[src/asi_pkg.sv]
package asi_pkg;

	// ----------------------------------------------------------------
	// register map (byte addresses)
	// ----------------------------------------------------------------
	localparam logic [7:0] ADDR_STATUS = 8'h00;
	localparam logic [7:0] ADDR_CTRL   = 8'h04;
	localparam logic [7:0] ADDR_WINDOW = 8'h08;
	localparam logic [7:0] ADDR_RESULT = 8'h0c;

	// ----------------------------------------------------------------
	// status bits
	// ----------------------------------------------------------------
	localparam int BIT_WINDOW_ALARM    = 0;
	localparam int BIT_GROUP_DONE      = 1;
	localparam int BIT_INJECTED_DONE   = 2;
	localparam int BIT_INJECTED_START  = 3;
	localparam int BIT_REGULAR_START   = 4;
	localparam int BIT_RESULT_LOST     = 5;
	localparam int STATUS_W            = 6;

	// ----------------------------------------------------------------
	// control bits
	// ----------------------------------------------------------------
	localparam int BIT_POWER_ON        = 0;
	localparam int BIT_INTERNAL_EN     = 1;
	localparam int BIT_DONE_IE         = 2;
	localparam int BIT_INJ_DONE_IE     = 3;
	localparam int BIT_ALARM_IE        = 4;
	localparam int BIT_LOST_IE         = 5;
	localparam int BIT_DMA_EN          = 6;
	localparam int CTRL_W              = 7;

	// ----------------------------------------------------------------
	// field layout, reset values, channel numbers
	// ----------------------------------------------------------------
	localparam int LIMIT_W   = 12;
	localparam int HIGH_LSB  = 16;
	localparam int RESULT_W  = 16;
	localparam int CHAN_W    = 5;
	localparam logic [CHAN_W-1:0] TEMPERATURE_INPUT = 5'h17;
	localparam logic [CHAN_W-1:0] REFERENCE_INPUT   = 5'h11;
	localparam logic [STATUS_W-1:0] STATUS_RESET  = 6'h00;
	localparam logic [CTRL_W-1:0]   CTRL_RESET    = 7'h00;
	localparam logic [LIMIT_W-1:0]  LOW_RESET     = 12'h000;
	localparam logic [LIMIT_W-1:0]  HIGH_RESET    = 12'hfff;
	localparam logic [1:0] RESP_OKAY   = 2'h0;
	localparam logic [1:0] RESP_SLVERR = 2'h2;

	typedef enum logic [1:0] {
		BUS_IDLE = 2'b00,
		BUS_RESP = 2'b01
	} asi_bus_state_t;

endpackage

[src/asi_status_irq.sv]
`timescale 1ns/1ps

module asi_status_irq
	import asi_pkg::*;
(
	// clock, reset, enable
	input  wire logic                aclk,
	input  wire logic                aresetn,
	input  wire logic                clk_en,
	// axi4-lite write address
	input  wire logic [7:0]          s_axi_awaddr,
	input  wire logic                s_axi_awvalid,
	output logic                     s_axi_awready,
	// axi4-lite write data
	input  wire logic [31:0]         s_axi_wdata,
	input  wire logic [3:0]          s_axi_wstrb,
	input  wire logic                s_axi_wvalid,
	output logic                     s_axi_wready,
	// axi4-lite write response
	output logic [1:0]               s_axi_bresp,
	output logic                     s_axi_bvalid,
	input  wire logic                s_axi_bready,
	// axi4-lite read address
	input  wire logic [7:0]          s_axi_araddr,
	input  wire logic                s_axi_arvalid,
	output logic                     s_axi_arready,
	// axi4-lite read data
	output logic [31:0]              s_axi_rdata,
	output logic [1:0]               s_axi_rresp,
	output logic                     s_axi_rvalid,
	input  wire logic                s_axi_rready,
	// converter events, one-cycle pulses
	input  wire logic                regular_start,
	input  wire logic                injected_start,
	input  wire logic                regular_done,
	input  wire logic                injected_done,
	input  wire logic [RESULT_W-1:0] regular_result,
	input  wire logic [LIMIT_W-1:0]  compare_value,
	input  wire logic                compare_valid,
	input  wire logic [CHAN_W-1:0]   request_channel,
	// dma
	output logic                     dma_req,
	input  wire logic                dma_read,
	// analogue control
	output logic                     converter_power_on,
	output logic                     sensor_power_up,
	output logic                     temperature_input_sel,
	output logic                     channel_allowed,
	// interrupt
	output logic                     irq
);

	// ----------------------------------------------------------------
	// state
	// ----------------------------------------------------------------
	asi_bus_state_t         wr_st_ff, nxt_wr_st, rd_st_ff, nxt_rd_st;
	logic                   aw_got_ff, nxt_aw_got, w_got_ff, nxt_w_got;
	logic [7:0]             awaddr_ff, nxt_awaddr;
	logic [31:0]            wdata_ff, nxt_wdata;
	logic [3:0]             wstrb_ff, nxt_wstrb;
	logic [1:0]             bresp_ff, nxt_bresp, rresp_ff, nxt_rresp;
	logic [31:0]            rdata_ff, nxt_rdata;
	logic [STATUS_W-1:0]    status_ff, nxt_status;
	logic [CTRL_W-1:0]      ctrl_ff, nxt_ctrl;
	logic [LIMIT_W-1:0]     low_ff, nxt_low, high_ff, nxt_high;
	logic [RESULT_W-1:0]    result_ff, nxt_result;
	logic                   unread_ff, nxt_unread;
	logic                   dma_req_ff, nxt_dma_req;
	logic                   irq_ff, nxt_irq;
	logic                   do_write, do_read, status_rd, result_rd;
	logic [STATUS_W-1:0]    set_ev, clr_w0;

	// ----------------------------------------------------------------
	// bus handshake
	// ----------------------------------------------------------------
	// while frozen no handshake may complete: the master would see a transfer
	// or a response taken that no register ever recorded
	assign s_axi_awready = (wr_st_ff == BUS_IDLE) && !aw_got_ff && clk_en;
	assign s_axi_wready  = (wr_st_ff == BUS_IDLE) && !w_got_ff && clk_en;
	assign s_axi_bvalid  = (wr_st_ff == BUS_RESP) && clk_en;
	assign s_axi_bresp   = bresp_ff;
	assign s_axi_arready = (rd_st_ff == BUS_IDLE) && clk_en;
	assign s_axi_rvalid  = (rd_st_ff == BUS_RESP) && clk_en;
	assign s_axi_rresp   = rresp_ff;
	assign s_axi_rdata   = rdata_ff;
	assign do_write      = (wr_st_ff == BUS_IDLE) && aw_got_ff && w_got_ff;
	assign do_read       = s_axi_arvalid && s_axi_arready;
	assign status_rd     = do_read && (s_axi_araddr == ADDR_STATUS);
	// limitation: a dma read pulse that arrives while frozen is lost
	assign result_rd     = (do_read && (s_axi_araddr == ADDR_RESULT)) || dma_read;

	// ----------------------------------------------------------------
	// flag events
	// ----------------------------------------------------------------
	// gating the sensor and reference inputs keeps the mux from selecting a dead node
	assign channel_allowed = !((request_channel == TEMPERATURE_INPUT) ||
		(request_channel == REFERENCE_INPUT)) || ctrl_ff[BIT_INTERNAL_EN];
	assign temperature_input_sel = (request_channel == TEMPERATURE_INPUT)
		&& ctrl_ff[BIT_INTERNAL_EN];
	assign sensor_power_up    = ctrl_ff[BIT_INTERNAL_EN];
	assign converter_power_on = ctrl_ff[BIT_POWER_ON];

	always_comb begin
		set_ev = '0;
		set_ev[BIT_WINDOW_ALARM]   = compare_valid &&
			((compare_value < low_ff) || (compare_value > high_ff));
		set_ev[BIT_GROUP_DONE]     = regular_done || injected_done;
		set_ev[BIT_INJECTED_DONE]  = injected_done;
		set_ev[BIT_INJECTED_START] = injected_start;
		set_ev[BIT_REGULAR_START]  = regular_start;
		set_ev[BIT_RESULT_LOST]    = regular_done && unread_ff && !result_rd;
		clr_w0 = '0;
		if (do_write && (awaddr_ff == ADDR_STATUS) && wstrb_ff[0]) begin
			clr_w0 = ~wdata_ff[STATUS_W-1:0];
		end
		clr_w0[BIT_RESULT_LOST] = status_rd;
		if (result_rd) begin
			clr_w0[BIT_GROUP_DONE] = 1'b1;
		end
	end

	// ----------------------------------------------------------------
	// next state
	// ----------------------------------------------------------------
	always_comb begin
		nxt_wr_st  = wr_st_ff;
		nxt_rd_st  = rd_st_ff;
		nxt_aw_got = aw_got_ff;
		nxt_w_got  = w_got_ff;
		nxt_awaddr = awaddr_ff;
		nxt_wdata  = wdata_ff;
		nxt_wstrb  = wstrb_ff;
		nxt_bresp  = bresp_ff;
		nxt_rresp  = rresp_ff;
		nxt_rdata  = rdata_ff;
		nxt_ctrl   = ctrl_ff;
		nxt_low    = low_ff;
		nxt_high   = high_ff;
		// address and data may come in either order; each waits in its own holding register
		if (s_axi_awvalid && s_axi_awready) begin
			nxt_aw_got = 1'b1;
			nxt_awaddr = s_axi_awaddr;
		end
		if (s_axi_wvalid && s_axi_wready) begin
			nxt_w_got = 1'b1;
			nxt_wdata = s_axi_wdata;
			nxt_wstrb = s_axi_wstrb;
		end
		case (wr_st_ff)
			BUS_IDLE: begin
				if (do_write) begin
					nxt_aw_got = 1'b0;
					nxt_w_got  = 1'b0;
					nxt_wr_st  = BUS_RESP;
					nxt_bresp  = RESP_OKAY;
					if (awaddr_ff == ADDR_STATUS) begin
						nxt_bresp = RESP_OKAY;
					end else if (awaddr_ff == ADDR_CTRL) begin
						if (wstrb_ff[0]) begin
							nxt_ctrl = wdata_ff[CTRL_W-1:0];
						end
					end else if (awaddr_ff == ADDR_WINDOW) begin
						if (wstrb_ff[0]) nxt_low[7:0] = wdata_ff[7:0];
						if (wstrb_ff[1]) nxt_low[11:8] = wdata_ff[11:8];
						if (wstrb_ff[2]) nxt_high[7:0] = wdata_ff[23:16];
						if (wstrb_ff[3]) nxt_high[11:8] = wdata_ff[27:24];
					end else if (awaddr_ff == ADDR_RESULT) begin
						nxt_bresp = RESP_OKAY;
					end else begin
						nxt_bresp = RESP_SLVERR;
					end
				end
			end
			BUS_RESP: begin
				if (s_axi_bready) nxt_wr_st = BUS_IDLE;
			end
			default: nxt_wr_st = BUS_IDLE;
		endcase
		case (rd_st_ff)
			BUS_IDLE: begin
				if (do_read) begin
					nxt_rd_st = BUS_RESP;
					nxt_rresp = RESP_OKAY;
					nxt_rdata = '0;
					if (s_axi_araddr == ADDR_STATUS) begin
						nxt_rdata[STATUS_W-1:0] = status_ff;
					end else if (s_axi_araddr == ADDR_CTRL) begin
						nxt_rdata[CTRL_W-1:0] = ctrl_ff;
					end else if (s_axi_araddr == ADDR_WINDOW) begin
						nxt_rdata[LIMIT_W-1:0] = low_ff;
						nxt_rdata[HIGH_LSB +: LIMIT_W] = high_ff;
					end else if (s_axi_araddr == ADDR_RESULT) begin
						nxt_rdata[RESULT_W-1:0] = result_ff;
					end else begin
						nxt_rresp = RESP_SLVERR;
					end
				end
			end
			BUS_RESP: begin
				if (s_axi_rready) nxt_rd_st = BUS_IDLE;
			end
			default: nxt_rd_st = BUS_IDLE;
		endcase
	end

	// ----------------------------------------------------------------
	// flags, result and requests, next state
	// ----------------------------------------------------------------
	always_comb begin
		nxt_result = result_ff;
		nxt_unread = unread_ff;
		// set wins over any clear in the same cycle
		nxt_status = (status_ff & ~clr_w0) | set_ev;
		// a single result register; a new result overwrites the old one
		if (regular_done) begin
			nxt_result = regular_result;
			nxt_unread = 1'b1;
		end else if (result_rd) begin
			nxt_unread = 1'b0;
		end
		nxt_dma_req = regular_done && ctrl_ff[BIT_DMA_EN];
		// irq follows the next flags and enables, so it lands on the edge of its cause
		nxt_irq = (nxt_status[BIT_GROUP_DONE]    && nxt_ctrl[BIT_DONE_IE])     ||
		          (nxt_status[BIT_INJECTED_DONE] && nxt_ctrl[BIT_INJ_DONE_IE]) ||
		          (nxt_status[BIT_WINDOW_ALARM]  && nxt_ctrl[BIT_ALARM_IE])    ||
		          (nxt_status[BIT_RESULT_LOST]   && nxt_ctrl[BIT_LOST_IE]);
	end

	// ----------------------------------------------------------------
	// registers
	// ----------------------------------------------------------------
	always_ff @(posedge aclk) begin
		if (!aresetn) begin
			wr_st_ff   <= BUS_IDLE;
			rd_st_ff   <= BUS_IDLE;
			aw_got_ff  <= 1'b0;
			w_got_ff   <= 1'b0;
			awaddr_ff  <= '0;
			wdata_ff   <= '0;
			wstrb_ff   <= '0;
			bresp_ff   <= RESP_OKAY;
			rresp_ff   <= RESP_OKAY;
			rdata_ff   <= '0;
			ctrl_ff    <= CTRL_RESET;
			low_ff     <= LOW_RESET;
			high_ff    <= HIGH_RESET;
		end else if (clk_en) begin
			wr_st_ff   <= nxt_wr_st;
			rd_st_ff   <= nxt_rd_st;
			aw_got_ff  <= nxt_aw_got;
			w_got_ff   <= nxt_w_got;
			awaddr_ff  <= nxt_awaddr;
			wdata_ff   <= nxt_wdata;
			wstrb_ff   <= nxt_wstrb;
			bresp_ff   <= nxt_bresp;
			rresp_ff   <= nxt_rresp;
			rdata_ff   <= nxt_rdata;
			ctrl_ff    <= nxt_ctrl;
			low_ff     <= nxt_low;
			high_ff    <= nxt_high;
		end
	end

	// ----------------------------------------------------------------
	// flag, result and request registers
	// ----------------------------------------------------------------
	always_ff @(posedge aclk) begin
		if (!aresetn) begin
			status_ff  <= STATUS_RESET;
			result_ff  <= '0;
			unread_ff  <= 1'b0;
			dma_req_ff <= 1'b0;
			irq_ff     <= 1'b0;
		end else if (clk_en) begin
			status_ff  <= nxt_status;
			result_ff  <= nxt_result;
			unread_ff  <= nxt_unread;
			dma_req_ff <= nxt_dma_req;
			irq_ff     <= nxt_irq;
		end
	end

	assign dma_req = dma_req_ff;
	assign irq     = irq_ff;

endmodule

[config.mk]
export PLATFORM = sky130hd
export DESIGN_NAME = asi_status_irq
export DESIGN_NICKNAME = d
export VERILOG_FILES = /design/src/asi_pkg.sv /design/src/asi_status_irq.sv
export SDC_FILE = /design/constraint.sdc
export NUM_CORES = 1
export LEC_CHECK = 0
export BUFFER_PORTS_ARGS = -buffer_cell sky130_fd_sc_hd__buf_4
export CORE_AREA = 4 4 119 121
export DETAILED_ROUTE_END_ITERATION = 10
export DIE_AREA = 0 0 123 125
export PLACE_DENSITY = 0.69
export SLEW_MARGIN = 20
export SYNTH_ARGS = -nofsm -noshare
export SYNTH_HDL_FRONTEND = slang
export SYNTH_SLANG_ARGS = --single-unit
[constraint.sdc]
create_clock -name aclk -period 2.8 [get_ports aclk]
set_input_delay 0.42 -clock aclk [delete_from_list [all_inputs] [get_ports aclk]]
set_output_delay 0.42 -clock aclk [all_outputs]
set_load 0.005 [all_outputs]
Word-level counts from Yosys, hierarchy flattened
Cells that the tools add are included.
{"block": "op_classes", "bitwise_logic": 6, "n_reduce_logical": 55, "magnitude_cmp": 2, "muxes": 37, "eq_ne": 14}
{"op": "$mux W6", "count": 6}
{"op": "$eq A8 B4 Y1 const B", "count": 4}
{"op": "$reduce_and A7 Y1", "count": 4}
{"op": "$logic_and A1 B1 Y1", "count": 25}
{"op": "$mux W12", "count": 2}
{"op": "$mux W2", "count": 12}
{"op": "$mux W22", "count": 1}
{"op": "$mux W21", "count": 1}
{"op": "$eq A8 B3 Y1 const B", "count": 2}
{"op": "$logic_not A8 Y1", "count": 2}
{"op": "$mux W16", "count": 1}
{"op": "$gt A12 B12 Y1", "count": 1}
{"op": "$lt A12 B12 Y1", "count": 1}
{"op": "$reduce_and A3 Y1", "count": 4}
{"op": "$eq A5 B5 Y1 const B", "count": 2}
{"op": "$mux W1", "count": 9}
{"op": "$logic_or A1 B1 Y1", "count": 8}
{"op": "$ne A2 B2 Y1 const B", "count": 4}
{"op": "$pmux W2 S2", "count": 2}
{"op": "$reduce_and A2 Y1", "count": 4}
{"op": "$mux W7", "count": 1}
{"op": "$and A6 B6 Y6", "count": 1}
{"op": "$not A6 Y6", "count": 1}
{"op": "$or A6 B6 Y6", "count": 1}
{"op": "other kinds (9)", "count": 15}
{"block": "word_totals", "output_inout_bits": 47, "wordCells": 135, "register_bits": 134, "inputBits": 99}

Longest topological paths before layout
{"block": "logic_depth", "depth_word": 14, "ltp_mapped": 8, "mapped_depth_nobuf": 8}

Worst setup path before layout
No wires, ideal clock.
{"block": "synth_path", "kind": "in2reg", "from": "in compare_value[2]", "to": "reg irq_ff, in the netlist irq", "path_stages": 7, "arrival_ps": 1725, "n_path_buf": 0, "slack_ps": 982, "setup_ps": 92, "required_ps": 2708, "cell_sequence": "ha_1 > a211oi_1 > o21ai_1 > a211oi_1 > o2111ai_1 > and3_1 > o32ai_1"}
{"block": "synth_via", "elab_chain_cells": 7, "elab_cells_between_ends": 8, "cone_classes": "order compare (2); bitwise (1); reduce/logical (5)"}
{"element": "start: declaration", "line": "asi_status_irq.sv:38", "rtl": "input wire logic [LIMIT_W-1:0] compare_value,"}
{"element": "$lt A12 B12 Y1 / $gt A12 B12 Y1 (equally long branches)", "line": "asi_status_irq.sv:106", "rtl": "((compare_value < low_ff) || (compare_value > high_ff));"}
{"element": "$logic_or A1 B1 Y1 *", "line": "asi_status_irq.sv:106"}
{"element": "$logic_and A1 B1 Y1 *", "line": "asi_status_irq.sv:105", "rtl": "set_ev[BIT_WINDOW_ALARM] = compare_valid &&"}
{"element": "$or A6 B6 Y6 *", "line": "asi_status_irq.sv:213", "rtl": "nxt_status = (status_ff & ~clr_w0) | set_ev;"}
{"element": "$logic_and A1 B1 Y1 *", "line": "asi_status_irq.sv:225", "rtl": "(nxt_status[BIT_WINDOW_ALARM] && nxt_ctrl[BIT_ALARM_IE]) ||"}
{"element": "$logic_or A1 B1 Y1 *", "line": "asi_status_irq.sv:224", "rtl": "(nxt_status[BIT_INJECTED_DONE] && nxt_ctrl[BIT_INJ_DONE_IE]) ||"}
{"element": "$logic_or A1 B1 Y1 *", "line": "asi_status_irq.sv:225"}
{"element": "end signal: assignment", "line": "asi_status_irq.sv:279", "rtl": "irq_ff <= nxt_irq;"}
{"element": "end: declaration", "line": "asi_status_irq.sv:69", "rtl": "logic irq_ff, nxt_irq;"}
Mark *: on every way between the ends. The rest lies on a longest branch, timed or not.
A chain may end at the register's enable or synchronous reset.

Worst setup path after layout
{"block": "layout_path", "from": "reg low_ff[2]", "to": "reg irq_ff, in the netlist irq"}
{"block": "layout_via", "elab_chain_cells": 7}
{"element": "start: declaration", "line": "asi_status_irq.sv:65", "rtl": "logic [LIMIT_W-1:0] low_ff, nxt_low, high_ff, nxt_high;"}
{"element": "start signal: assignment", "line": "asi_status_irq.sv:259", "rtl": "low_ff <= nxt_low;"}
{"element": "$lt A12 B12 Y1", "line": "asi_status_irq.sv:106"}
{"element": "$logic_or A1 B1 Y1", "line": "asi_status_irq.sv:106"}
{"element": "$logic_and A1 B1 Y1", "line": "asi_status_irq.sv:105"}
{"element": "$or A6 B6 Y6", "line": "asi_status_irq.sv:213"}
{"element": "$logic_and A1 B1 Y1", "line": "asi_status_irq.sv:225"}
{"element": "$logic_or A1 B1 Y1", "line": "asi_status_irq.sv:224"}
{"element": "$logic_or A1 B1 Y1", "line": "asi_status_irq.sv:225"}
No other way between the ends.

==> reports/qor.csv <==
stage,metric,value,unit
outcome,status,"complete, no violations",
synthesis,avgSynthCellArea,8.555,sq um
die,initial_core_util,44.59,%
synthesis,synth_top_area_share,43.23,%
sta,setup_tns,0,ns
sta,fin_crit,2.097,ns
synthesis,synth_top_area_cell,dfxtp_1,
synthesis,yosys_warnings,0,
pwr,leakagePower,3.202,nW
clock_tree,cts_resized,0,
run,maxCapViolations,0,
critical_path,worstSetupPathType,reg -> reg,
synthesis,synth_cell_types,55,
clock_tree,clk_path_buf_depth,2,
die,io_pins,146,
clock_tree,cts_tree,yes,
sta,period_share,74.89,%
critical_path,cp_data_required_time,3.12,ns
synthesis,synth_common_cells,"156 x nand2_1, 126 x dfxtp_1, 47 x a21boi_0",
global_routing,grt_overflow,0,
sta,tightest_slew,0.7169,ns
synthesis,ys_seq_area_share,43.23,%
synthesis,ys_async_sr_fraction,0,%
route,vias,5065,
hold_path,hp-class,in -> reg,
sta,setup_viol,0,
clock_tree,htreeDepth,4,
route,ant_nets,0,
final_layout,fin_util,57.26,%
global_routing,grt_pass1_vias,4983,
die,coreArea,13090,sq um
place,place_ws,0.5373,ns
clock_tree,path_clk_slew,0.05,ns
clock_tree,post-cts-setup-buffers,0,
route,drcViolationCount,0,
die,rows,42,
global_routing,antenna_found_initial,0,
sta,hold_viol,0,
place,gp_congestion,0.8690,
die,die_y,125,microns
route,drtIter0Drc,393,
clock_tree,cts_buffers,17,
route,routedWlPerCell,15.00,microns
synthesis,synthFlopType,dfxtp_1,
final_layout,diodes,0,
pwr,ir_worst_vdd,342.3,uV
sta,rsz0062_at_grt,false,
sta,fmaxAchievable,0.4769,GHz
global_routing,grt_start_max_net_pins,83,
final_layout,nets,918,
global_routing,grt_usage,19.31,%
route,viasPerCell,5.142,
sta,postLayoutSetupSlackWorst,0.7030,ns
pwr,cellPowerDensity,605.9,nW/um^2
global_routing,grt_first_pass_wirelength,23.81,mm
final_layout,drive_gt1_share,22.13,%
synthesis,yosysMostFrequentCell,nand2_1,
clock_tree,cts_hold_buf,0,
sta,clock_skew,0.005466,ns
pwr,total_power,4.540,mW
sta,relSlewSlack,52.20,%
clock_tree,clock_latency,0.41,ns
clock_tree,cts.sinks,126,
sta,drv_slew,0,
die,die_area,15380,sq um
route,wirelength,14.78,mm
synthesis,synthTopCellsByArea,"dfxtp_1 43%, nand2_1 10%, a21boi_0 6.0%",
final_layout,synthToLayoutAreaGrowth,28.42,%
place,numPortBuffers,131,
synthesis,syn_area,5834,sq um
critical_path,setup.worst_path.start_class,flip-flop,
synthesis,synth_edf_count,0,
place,dp_hpwl,10.94,mm
clock_tree,root_buffer,clkbuf_16,
critical_path,cp_max_fo,3,
die,die_w,123,microns
critical_path,end_kind,flip-flop,
route,first_pass_iters,5,
synthesis,synthCells,682,
critical_path,cp.arrival,2.42,ns
synthesis,ys_seq_elements,126,
==> final timing paths <==
check | slack (ns) | from | depth (start not counted) | to
worst min register to register | 0.45 | wdata_ff[7] | 2 | wdata_ff[7]
worst max-delay path | 0.70 | low_ff[2] | 8 | irq
worst max register to register | 0.70 | low_ff[2] | 8 | irq
worst min-delay path | 0.27 | s_axi_wdata[7] | 3 | wdata_ff[7]
==> metal layers <==
metal  global-route usage [%]  up-vias  part of all wire (%)
met5                        0        -                     0
met4                    6.710        0                   1.6
met2                    30.17      126                    47
met1                    25.54     2375                    45
li1                         -     2540                     -
met3                    5.510       24                   6.6
==> state kept, by name (all words and copies together), names as in the netlist <==
name         count
s_axi_rdata     28
wdata_ff        24
result_ff       16
high_ff         12
low_ff          12
awaddr_ff        8
ctrl_ff          7
status_ff        6
wstrb_ff         4
aw_got_ff        1
dma_req          1
irq              1
rd_st_ff         1
s_axi_bresp      1
s_axi_rresp      1
unread_ff        1
w_got_ff         1
wr_st_ff         1
==> layout make-up <==
type                       count  area [sq um]
clock inverter                11         163.9
multi-input combinational    487          2987
timing repair buffer         136          1033
fill                        1176          5593
tap                          176         220.2
sequential                   126          2522
inverter                      28         105.1
clock buffer                  21         460.4
==> per-stage QoR <==
step | std cells | hold slack, ns | area [sq um]
after floorplan | 687 | 0.4351 | 5853
after global placement | 953 | 0.4457 | 6868
after detailed placement | 953 | 0.4496 | 6868
after CTS | 985 | 0.2513 | 7492
after global routing | 985 | 0.2693 | 7492
final | 985 | 0.2653 | 7492
==> report_power, final <==
part	switching (mW)	internal [mW]	total, mW
Clock	0.780	1.53	2.31
Sequential	0.0369	1.84	1.88
Combinational	0.170	0.179	0.350
==> layout by cell type (no fill, tap or decap), types with 3 or more instances in the layout <==
cell,n
nor2b_1,41
and2_1,12
o21ai_0,18
bufinv_16,4
mux2i_1,21
dfxtp_1,126
conb_1,6
nand2_1,156
nand4_1,4
nand3_1,26
a21boi_0,47
buf_4,135
inv_1,28
nor2_1,21
a21boi_1,22
a21oi_1,16
and3_1,3
a221oi_1,6
a211oi_1,3
o211ai_1,6
ha_1,23
a22oi_1,18
clkbuf_16,17
clkinv_2,4
==> critical path, stage by stage (launching register included) <==
cell	delay [ns]
dfxtp_1	0.37
inv_1	0.06
ha_1	0.29
a211oi_1	0.21
o21ai_1	0.10
a211oi_1	0.29
o2111ai_1	0.17
and3_1	0.26
o32ai_1	0.26
==> kinds of logic (layout without fill, tap and decap cells) <==
kind of cell / after synthesis / count (layout) / share of synthesized area [%]
compound gates: 153 / 153 / 18.83
xor+xnor: 1 / 1 / 0.1501
fa+ha+maj: 23 / 23 / 4.933
buf+inv: 74 / 196 / 5.897
flops: 126 / 126 / 43.23
mux: 22 / 22 / 3.989
other cells: 1 / 6 / 0.06427
simple gates: 282 / 282 / 22.90
Note: power is estimated with default switching activity, not from simulation.
